--- src/design/gate_drive_current_map.svh ---
// register offsets, field positions and reset values of the drive current bank
`ifndef GATE_DRIVE_CURRENT_MAP_SVH
`define GATE_DRIVE_CURRENT_MAP_SVH
`define HB2_CFG_INDEX 8'h10
`define HB3_CFG_INDEX 8'h11
`define HB4_CFG_INDEX 8'h12
`define LOW_RANGE_INDEX 8'h15
`define BYTE_PER_INDEX 4
`define SOURCE_MSB 7
`define SOURCE_LSB 4
`define SINK_MSB 3
`define SINK_LSB 0
`define CFG_RESET 8'hff
`define LOW_RANGE_RESET 3'h0
`define CODE_RESET 4'hf
`define UA_RESET 16'd62000
`endif

--- src/design/gate_drive_current_pkg.sv ---
// types shared by the drive current register bank
`default_nettype none
package gate_drive_current_pkg;
  typedef struct packed {
    logic [3:0] source_code;
    logic [3:0] sink_code;
    logic low_range;
    logic [15:0] source_ua;
    logic [15:0] sink_ua;
  } drive_setting_type;

  typedef struct packed {
    logic [31:0] paddr;
    logic psel;
    logic penable;
    logic pwrite;
    logic [31:0] pwdata;
    logic [3:0] pstrb;
  } apb_req_type;

  typedef struct packed {
    logic [31:0] prdata;
    logic pready;
    logic pslverr;
  } apb_rsp_type;
endpackage
`default_nettype wire

--- src/design/gate_drive_current_cfg_regs.sv ---
// apb register bank of gate drive source and sink current codes, half-bridges 2 to 4
//
// The APB register port is this design's own decision.
`include "gate_drive_current_map.svh"
`default_nettype none
// Function
// half-bridge 3 register sits at index 11h and resets to ffh.
// half-bridge 4 register sits at index 12h and resets to ffh.
// half-bridge 3 bits 7..4 are a read/write source code, reset 1111b, driving its gates.
// half-bridge 3 bits 3..0 are a read/write sink code, reset 1111b.
// half-bridge 2 bits 3..0 are a read/write sink code, reset 1111b.
// half-bridge 4 holds source code in bits 7..4 and sink code in bits 3..0, both reset 1111b.
// in normal range codes map to 0.5, 1..8, 12, 16, 20, 24, 31, 48, 62 mA.
// with low range selected the codes map from 50 uA up to 2.3 mA.
// half-bridge 2 register sits at index 10h, resets to ffh, source code in upper nibble.
// reads return the last written or reset value and never change the drive settings.
module gate_drive_current_cfg_regs (
  input wire logic pclk, // apb clock, 50 MHz
  input wire logic presetn, // asynchronous reset, active low
  input wire gate_drive_current_pkg::apb_req_type apb_req, // apb request
  output var gate_drive_current_pkg::apb_rsp_type apb_rsp, // apb answer
  output var gate_drive_current_pkg::drive_setting_type [2:0] drive // [0]=hb2 .. [2]=hb4
);
  typedef struct packed {
    gate_drive_current_pkg::drive_setting_type [2:0] drv;
    gate_drive_current_pkg::apb_rsp_type rsp;
  } state_type;

  state_type s_q;
  state_type s_d;

  // current in microamps for a code; the low table trades range for resolution
  function automatic logic [15:0] current_ua(input logic [3:0] code, input logic low);
    logic [15:0] v;
    v = 16'h0000;
    if (low) begin
      case (code)
        4'h0: v = 16'd50;
        4'h1: v = 16'd110;
        4'h2: v = 16'd170;
        4'h3: v = 16'd230;
        4'h4: v = 16'd290;
        4'h5: v = 16'd350;
        4'h6: v = 16'd410;
        4'h7: v = 16'd600;
        4'h8: v = 16'd725;
        4'h9: v = 16'd850;
        4'ha: v = 16'd1000;
        4'hb: v = 16'd1200;
        4'hc: v = 16'd1400;
        4'hd: v = 16'd1600;
        4'he: v = 16'd1800;
        default: v = 16'd2300;
      endcase
    end else begin
      case (code)
        4'h0: v = 16'd500;
        4'h9: v = 16'd12000;
        4'ha: v = 16'd16000;
        4'hb: v = 16'd20000;
        4'hc: v = 16'd24000;
        4'hd: v = 16'd31000;
        4'he: v = 16'd48000;
        4'hf: v = 16'd62000;
        default: v = 16'({12'h000, code} * 16'd1000);
      endcase
    end
    return v;
  endfunction

  // byte address to bridge slot; 3 means the low range register, 4 unmapped
  function automatic logic [2:0] slot_of(input logic [31:0] addr);
    logic [2:0] r;
    r = 3'h4;
    if (addr == 32'(`HB2_CFG_INDEX * `BYTE_PER_INDEX)) r = 3'h0;
    if (addr == 32'(`HB3_CFG_INDEX * `BYTE_PER_INDEX)) r = 3'h1;
    if (addr == 32'(`HB4_CFG_INDEX * `BYTE_PER_INDEX)) r = 3'h2;
    if (addr == 32'(`LOW_RANGE_INDEX * `BYTE_PER_INDEX)) r = 3'h3;
    return r;
  endfunction

  logic setup;
  logic wr_take;
  logic [2:0] slot;
  assign setup = apb_req.psel && !apb_req.penable;
  assign wr_take = apb_req.psel && apb_req.penable && s_q.rsp.pready && apb_req.pwrite;
  assign slot = slot_of(apb_req.paddr);

  always_comb begin
    s_d = s_q;
    s_d.rsp.pready = 1'b0;
    s_d.rsp.pslverr = 1'b0;
    // answer is prepared in the setup cycle so the access phase never waits
    if (setup) begin
      s_d.rsp.pready = 1'b1;
      s_d.rsp.prdata = 32'h0000_0000;
      s_d.rsp.pslverr = (slot == 3'h4);
      if (slot < 3'h3) begin
        s_d.rsp.prdata[7:0] = {s_q.drv[slot].source_code, s_q.drv[slot].sink_code};
      end else if (slot == 3'h3) begin
        s_d.rsp.prdata[2:0] = {s_q.drv[2].low_range, s_q.drv[1].low_range,
                               s_q.drv[0].low_range};
      end
    end
    // only lane 0 carries data; a write without that strobe is ignored
    if (wr_take && apb_req.pstrb[0]) begin
      if (slot < 3'h3) begin
        s_d.drv[slot].source_code = apb_req.pwdata[`SOURCE_MSB:`SOURCE_LSB];
        s_d.drv[slot].sink_code = apb_req.pwdata[`SINK_MSB:`SINK_LSB];
      end else if (slot == 3'h3) begin
        for (int i = 0; i < 3; i++) begin
          s_d.drv[i].low_range = apb_req.pwdata[i];
        end
      end
    end
    for (int i = 0; i < 3; i++) begin
      s_d.drv[i].source_ua = current_ua(s_d.drv[i].source_code, s_d.drv[i].low_range);
      s_d.drv[i].sink_ua = current_ua(s_d.drv[i].sink_code, s_d.drv[i].low_range);
    end
  end

  always_ff @(posedge pclk or negedge presetn) begin
    if (!presetn) begin
      for (int i = 0; i < 3; i++) begin
        s_q.drv[i].source_code <= `CODE_RESET;
        s_q.drv[i].sink_code <= `CODE_RESET;
        s_q.drv[i].low_range <= 1'b0;
        s_q.drv[i].source_ua <= `UA_RESET;
        s_q.drv[i].sink_ua <= `UA_RESET;
      end
      s_q.rsp <= '0;
    end else begin
      s_q <= s_d;
    end
  end

  assign apb_rsp = s_q.rsp;
  assign drive = s_q.drv;

  a_hb3_write: assert property (@(posedge pclk) disable iff (!presetn)
    wr_take && apb_req.pstrb[0] && slot == 3'h1 |=>
      {drive[1].source_code, drive[1].sink_code} == $past(apb_req.pwdata[7:0]))
    else $error("hb3 code not written");
  a_hb4_write: assert property (@(posedge pclk) disable iff (!presetn)
    wr_take && apb_req.pstrb[0] && slot == 3'h2 |=>
      {drive[2].source_code, drive[2].sink_code} == $past(apb_req.pwdata[7:0]))
    else $error("hb4 code not written");
  a_hb2_write: assert property (@(posedge pclk) disable iff (!presetn)
    wr_take && apb_req.pstrb[0] && slot == 3'h0 |=>
      drive[0].sink_code == $past(apb_req.pwdata[3:0]))
    else $error("hb2 code not written");
  a_read_back: assert property (@(posedge pclk) disable iff (!presetn)
    setup && slot == 3'h1 |=>
      apb_rsp.prdata[7:0] == {$past(drive[1].source_code), $past(drive[1].sink_code)})
    else $error("hb3 read data wrong");
  a_read_quiet: assert property (@(posedge pclk) disable iff (!presetn)
    !wr_take |=> $stable(drive[0].sink_code) && $stable(drive[2].source_code))
    else $error("setting changed without write");
  a_top_normal: assert property (@(posedge pclk) disable iff (!presetn)
    drive[1].source_code == 4'hf && !drive[1].low_range |-> drive[1].source_ua == 16'd62000)
    else $error("normal range top wrong");
  a_low_bottom: assert property (@(posedge pclk) disable iff (!presetn)
    drive[2].sink_code == 4'h0 && drive[2].low_range |-> drive[2].sink_ua == 16'd50)
    else $error("low range bottom wrong");
  a_ready_once: assert property (@(posedge pclk) disable iff (!presetn)
    setup |=> apb_rsp.pready ##1 !apb_rsp.pready || setup)
    else $error("pready timing wrong");
  a_reset_max: assert property (@(posedge pclk)
    $rose(presetn) |-> drive[2].source_code == 4'hf && drive[2].sink_code == 4'hf)
    else $error("hb4 reset value wrong");

  // writes: the hb2 upper nibble and the low range bits land as well
  a_hb2_source: assert property (@(posedge pclk) disable iff (!presetn)
    wr_take && apb_req.pstrb[0] && slot == 3'h0 |=>
      drive[0].source_code == $past(apb_req.pwdata[7:4]))
    else $error("hb2 source code not written");
  a_low_write: assert property (@(posedge pclk) disable iff (!presetn)
    wr_take && apb_req.pstrb[0] && slot == 3'h3 |=>
      {drive[2].low_range, drive[1].low_range, drive[0].low_range} ==
        $past(apb_req.pwdata[2:0]))
    else $error("low range bits not written");
  a_write_ignored: assert property (@(posedge pclk) disable iff (!presetn)
    apb_req.psel && apb_req.penable && apb_rsp.pready && apb_req.pwrite &&
      (!apb_req.pstrb[0] || slot == 3'h4) |=> $stable(drive))
    else $error("ignored write changed a setting");

  // reads: each register shows the settings as they stood in the setup cycle
  a_read_hb2: assert property (@(posedge pclk) disable iff (!presetn)
    setup && slot == 3'h0 |=>
      apb_rsp.prdata == {24'h0, $past(drive[0].source_code), $past(drive[0].sink_code)})
    else $error("hb2 read data wrong");
  a_read_hb4: assert property (@(posedge pclk) disable iff (!presetn)
    setup && slot == 3'h2 |=>
      apb_rsp.prdata == {24'h0, $past(drive[2].source_code), $past(drive[2].sink_code)})
    else $error("hb4 read data wrong");
  a_read_low: assert property (@(posedge pclk) disable iff (!presetn)
    setup && slot == 3'h3 |=> apb_rsp.prdata == {29'h0, $past(drive[2].low_range),
      $past(drive[1].low_range), $past(drive[0].low_range)})
    else $error("low range read data wrong");
  a_unmapped_error: assert property (@(posedge pclk) disable iff (!presetn)
    setup && slot == 3'h4 |=> apb_rsp.pslverr && apb_rsp.prdata == 32'h0)
    else $error("unmapped access not refused");
  a_mapped_clean: assert property (@(posedge pclk) disable iff (!presetn)
    setup && slot != 3'h4 |=> !apb_rsp.pslverr)
    else $error("mapped access refused");

  // code table spot checks at the normal range bottom, a normal range step at code 9 and the low range top
  a_bottom_normal: assert property (@(posedge pclk) disable iff (!presetn)
    drive[1].source_code == 4'h0 && !drive[1].low_range |-> drive[1].source_ua == 16'd500)
    else $error("normal range bottom wrong");
  a_mid_normal: assert property (@(posedge pclk) disable iff (!presetn)
    drive[2].sink_code == 4'h9 && !drive[2].low_range |-> drive[2].sink_ua == 16'd12000)
    else $error("normal range step wrong");
  a_top_low: assert property (@(posedge pclk) disable iff (!presetn)
    drive[1].source_code == 4'hf && drive[1].low_range |-> drive[1].source_ua == 16'd2300)
    else $error("low range top wrong");
  a_sink_top_low: assert property (@(posedge pclk) disable iff (!presetn)
    drive[1].sink_code == 4'hf && drive[1].low_range |-> drive[1].sink_ua == 16'd2300)
    else $error("low range sink top wrong");

  // reset: every bridge back at the strongest code, normal range, bus quiet
  a_reset_hb2: assert property (@(posedge pclk)
    $rose(presetn) |-> drive[0].source_code == 4'hf && drive[0].sink_code == 4'hf)
    else $error("hb2 reset value wrong");
  a_reset_hb3: assert property (@(posedge pclk)
    $rose(presetn) |-> drive[1].source_code == 4'hf && drive[1].sink_code == 4'hf)
    else $error("hb3 reset value wrong");
  a_reset_low: assert property (@(posedge pclk)
    $rose(presetn) |-> !drive[0].low_range && !drive[1].low_range && !drive[2].low_range)
    else $error("low range reset value wrong");
  a_reset_bus: assert property (@(posedge pclk)
    $rose(presetn) |-> !apb_rsp.pready && !apb_rsp.pslverr)
    else $error("bus answer not idle after reset");
endmodule
`default_nettype wire

--- config.mk ---
export PLATFORM = sky130hd
export DESIGN_NAME = gate_drive_current_cfg_regs
export DESIGN_NICKNAME = d
export VERILOG_FILES = /design/src/design/gate_drive_current_pkg.sv /design/src/design/gate_drive_current_cfg_regs.sv
export VERILOG_INCLUDE_DIRS = /design/src /design/src/design
export SDC_FILE = /design/constraint.sdc
export NUM_CORES = 1
export LEC_CHECK = 0
export BUFFER_PORTS_ARGS = -buffer_cell sky130_fd_sc_hd__buf_2
export CORE_AREA = 8 8 152 154
export CTS_BUF_LIST = sky130_fd_sc_hd__clkbuf_8
export CTS_CLUSTER_SIZE = 14
export DETAILED_ROUTE_END_ITERATION = 7
export DIE_AREA = 0 0 160 162
export PLACE_DENSITY = 0.82
export SLEW_MARGIN = 10
export SYNTH_ARGS = -nofsm -noshare
export SYNTH_HDL_FRONTEND = slang
export SYNTH_SLANG_ARGS = --single-unit
--- constraint.sdc ---
create_clock -name pclk -period 5.4 [get_ports pclk]
set_clock_uncertainty 0.2 [all_clocks]
set_input_delay 0 -clock pclk [delete_from_list [all_inputs] [get_ports pclk]]
set_output_delay 0 -clock pclk [all_outputs]
set_load 0.05 [all_outputs]
Yosys cells after proc, flatten, opt, wreduce, memory -nomap -nowiden
Memory sizes are Yosys's and may differ from the RTL's.
Index checks and enable logic that the tools add are counted.

storage, ports and cells
  flip-flop bits (word level) = 133
  bits in read-only memories = 1152
  input bits = 73
  output and inout port bits = 157
  word-level logic and storage cells = 133
  memories kept = 6

memory list
  name              words  width  rd ports  clocked after memory_dff  write ports  line                               source
  (name not given)  16     12     1         0                         0            gate_drive_current_cfg_regs.sv:37  case (code)
  (name not given)  16     12     1         0                         0            gate_drive_current_cfg_regs.sv:37
  (name not given)  16     12     1         0                         0            gate_drive_current_cfg_regs.sv:37
  (name not given)  16     12     1         0                         0            gate_drive_current_cfg_regs.sv:37
  (name not given)  16     12     1         0                         0            gate_drive_current_cfg_regs.sv:37
  (name not given)  16     12     1         0                         0            gate_drive_current_cfg_regs.sv:37

cells by class
  multipliers = 6
  order comparisons = 3
  eq/ne operators = 48
  muxes and demuxes = 39
  reductions and logical operators = 13

operators by type and width
  kind                                                                                 count
  16-bit case mux with 8 select lines                                                  6
  123-bit bitwise mux                                                                  2
  4-bit == test, second input constant                                                 42
  41-bit demux with 2-bit select                                                       2
  32-bit by 7-bit == test with 1-bit output, second input constant                     4
  123-bit 2-to-1 mux                                                                   1
  16-bit 2-to-1 mux                                                                    6
  41-bit binary-select mux with 2-bit select                                           1
  41-bit 2-to-1 mux                                                                    2
  40-bit 2-to-1 mux                                                                    2
  4-bit by 7-bit multiplier with 11-bit output, second input constant                  6
  37-bit 2-to-1 mux                                                                    1
  32-bit 2-to-1 mux                                                                    1
  4-bit zero test                                                                      6
  3-bit 2-to-1 mux                                                                     6
  8-bit 2-to-1 mux                                                                     1
  1-bit logical AND                                                                    6
  1-bit 2-to-1 mux                                                                     6
  5-bit 2-to-1 mux                                                                     1
  3-bit by 2-bit == test with 1-bit output, second input constant                      1
  3-bit == test, second input constant                                                 1
  3-bit by 1-bit greater-or-equal comparator with 1-bit output, second input constant  1
  3-bit by 2-bit < comparator with 1-bit output, second input constant                 1
  3-bit < comparator, second input constant                                            1
  other kinds (2)                                                                      2

Depth between registers and ports, before layout
  word-level depth = 16
  mapped depth = 21

Worst setup path after synthesis
OpenSTA, ideal clock, no wires.

  path kind = reg2reg
  from = reg s_q (netlist bit apb_rsp[1])
  to = reg s_q (netlist bit drive[95])
  data arrival time = 4.706 ns
  data required time = 5.111 ns
  slack = 0.404 ns
  cell stages (with the launch flop) = 18
  buffers on the path = 2
  clock period less this slack = 4.996 ns
  cell sequence = dfrtp_1 and4_1 and4_1 buf_2 nand4_4 mux2i_1 clkbuf_1 inv_1 fa_1 inv_1 fa_1 ha_1 a21oi_1 nor2_1 a211oi_1 o21ai_1 mux2i_1 a211oi_1

RTL lines
  element      line                               source
  from (decl)  gate_drive_current_cfg_regs.sv:29  state_type s_q;

==> flow_summary.toml <==
[timing]
period_share_pct = 90.8
tightest_slew_ns = 0.920
grt_setup_unrepaired = "false"
hold_viol = 0
fin_ws_ns = 0.496
period_minus_slack_ns = 4.90
slew_headroom_pct = 38.6
report.final.slew_viol_count = 0
finalSetupViolations = 0
max_freq_mhz = 204
fin_tns_setup_ns = 0

[clocking]
postCtsSetupBuffers = 0
clockRootBuffer = "clkbuf_8"
cts_buffers = 17
insertion_delay_ns = 0.47
htreeDepth = 4
cts_num_sinks = 133
cts_buffer_depth = 2
cts_tree = "done"
path_clk_slew_ns = 0.08

[floorplan]
fp-row-count = 53
die_w_um = 160
die_h_um = 162
dieArea_um2 = 25900
core-area_um2 = 20700
boundaryPins = 230
initial_core_util_pct = 56.6

[global_routing]
grt_pass1_wl_mm = 55.2
track_usage_pct = 26.2
grt_pass1_vias = 10400
antenna_found_initial = 0
grt_remaining_overflow = 0
grt_max_degree = 61

[yosys]
avgSynthCellArea_um2 = 9.00
synthMuxAreaShare_pct = 5.05
ys_ff_latch = 133
synth_top_family_by_area = "compound AO/OA/AOI/OAI gates"
synth_edf_count = 0
syn_inst = 1302
synthAdderAreaFrac_pct = 19.4
async_flop_share_pct = 100
yosysWarnings = 0
seq_area_frac_synth_pct = 29.1
synth-simple-area-share_pct = 14.2
ys_types = 87
yosys.area_share.xor_xnor_pct = 2.47
synth_flop_cell = "dfrtp_1"
synth-compound-area-share_pct = 22.5
synth_area_um2 = 11700

[setup_path]
worstPathArrival_ns = 5.08
r2r.worst_path.cells = 19
r2r_slack_ns = 0.50
crit_type = "reg2reg"
reg2reg_from = "apb_rsp[1]$_DFF_PN0_"
worstSetupStartpointType = "register"
end_kind = "register"
crit_required_ns = 5.57
rr_endpoint = "drive[28]$_DFF_PN1_"
cp_max_fo = 12

[pwr]
leakage_nw = 6.50
power.density_nw_per_um2 = 151
ir_drop_mv = 0.157

[placed_design]
post-place-ws_ns = 0.512
dp_hpwl_mm = 25.6
io_buffers = 178
globalplace.congestion = 0.949
placed_area_um2 = 12800

[drt]
first_pass_iters = 8
initialDrtViolationCount = 1052
vias = 10800
drt_wl_total_mm = 34.8
vias_per_cell = 6.15
ant_nets = 0
avgRoutedWirePerCell_um = 19.8
drc = 1

[layout]
final_area_um2 = 13400
n_antenna_cell = 0
finalNetCount = 1704
syn_to_final_growth_pct = 14.1
drive_above_1_share_pct = 25.0

[run]
maxCapViolCount = 0

[min_path]
worstHoldEndpoint = "apb_rsp[5]$_DFFE_PN0P_"
hold_depth = 3
worstHoldStart = "apb_req[37]"
worstHoldPathType = "in2reg"

[status]
outcome = "finished with violations"
violations = "DRC"
==> how the worst max path moves through the flow <==
stage,end,start
2_1_floorplan,drive[95]$_DFF_PN1_,apb_rsp[1]$_DFF_PN0_
3_3_place_gp,drive[110]$_DFF_PN1_,apb_rsp[1]$_DFF_PN0_
3_5_place_dp,drive[93]$_DFF_PN0_,apb_rsp[1]$_DFF_PN0_
4_1_cts,drive[93]$_DFF_PN0_,apb_rsp[1]$_DFF_PN0_
5_1_grt,drive[93]$_DFF_PN0_,apb_rsp[1]$_DFF_PN0_
6_report,drive[28]$_DFF_PN1_,apb_rsp[1]$_DFF_PN0_
==> layout by cell type, fill, tap and decap left out, drive strengths merged, types with 10 or more instances in the layout <==
cell           n
a211oi        21
a21o          10
a21oi         90
a221oi        14
a22oi         15
and3          13
buf          215
clkbuf        17
conb          24
dfrtp         67
dfstp         66
dlygate4sd3   13
fa            34
ha           127
inv           97
mux2i         36
nand2        114
nand2b        13
nand3         28
nor2          91
nor2b         10
nor3          30
nor4          10
o211ai        15
o21a          10
o21ai        104
o221ai        10
o22ai         14
o31ai         12
xnor2         18
xor2          15
==> cell families (layout without fill, tap and decap cells) <==
family,Yosys count,after routing
AOI/OAI and AO/OA,398,398
xor gates and xnor gates,33,33
adders and majority gates,161,161
buffers and inverters,192,350
DFF,133,133
muxes,45,45
other,1,24
and+or+nand+nor,339,339
==> synthesized netlist by cell type, types with 27 or more instances <==
cell type,n,share of area [%]
inv_1,79,2.5
dfstp_2,66,15
nor2_1,91,2.9
a21oi_1,90,3.8
clkbuf_1,55,1.8
dfrtp_1,67,14
o21ai_1,27,1.2
nand2_1,112,3.6
nor3_1,28,1.2
o21ai_0,75,3.2
ha_1,127,14
fa_1,34,5.8
==> through the flow <==
step | instances | power, mW | utilization (%) | hold WS (ns)
2_1_floorplan | 1325 | 1.10 | - | -0.496
3_3_place_gp | 1712 | 1.14 | 61.9 | -0.155
3_5_place_dp | 1712 | 1.15 | 61.9 | -0.146
4_1_cts | 1758 | 2.03 | 64.6 | 0.00845
5_1_grt | 1758 | 2.09 | 64.6 | 0.0403
6_report | 1758 | 2.02 | 64.6 | 0.0351
==> sequential cells by signal, summed over array words and instances (netlist names) <==
| signal | count |
|---|---|
| apb_rsp | 10 |
| drive | 123 |
==> critical path, cell delays in order, from the launching register on <==
cell and delay, ns:
dfrtp_1 0.35, and4_1 0.24, and4_1 0.49, nand3_4 0.34, mux2i_4 0.47, inv_2 0.10
nand2_4 0.12, nand2_1 0.09, ha_1 0.37, inv_1 0.08, fa_1 0.50, inv_1 0.04
ha_1 0.32, nor2b_1 0.14, o21ai_0 0.16, nand2b_1 0.11, a21o_1 0.19, a32oi_1 0.22
xor2_1 0.18, a21oi_1 0.09
==> cell type report <==
class	count	area, um^2
Multi-Input combinational cell	1000	7550
Sequential cell	133	3410
Fill cell	1757	7320
Timing Repair Buffer	228	1330
Tap cell	275	344
Clock inverter	15	168
Clock buffer	17	234
Inverter	90	338
==> report_power, final <==
group / switching [mW] / internal (mW)
logic: 0.107 / 0.0309
registers: 0.00174 / 1.00
clock network: 0.455 / 0.422
total: 0.564 / 1.45
==> per-layer routing <==
metal | share of wire [%] | global-route usage [%]
met1 | 40 | 33.3
met2 | 46 | 41.9
met3 | 9.7 | 6.45
met4 | 3.8 | 11.3
met5 | 0 | 0
==> repair_timing <==
item                      in CTS  in global routing
resized for setup              0                  0
hold buffers                  14                  0
hold endpoints to repair     114                  0
(Power assumes the default switching activity.)
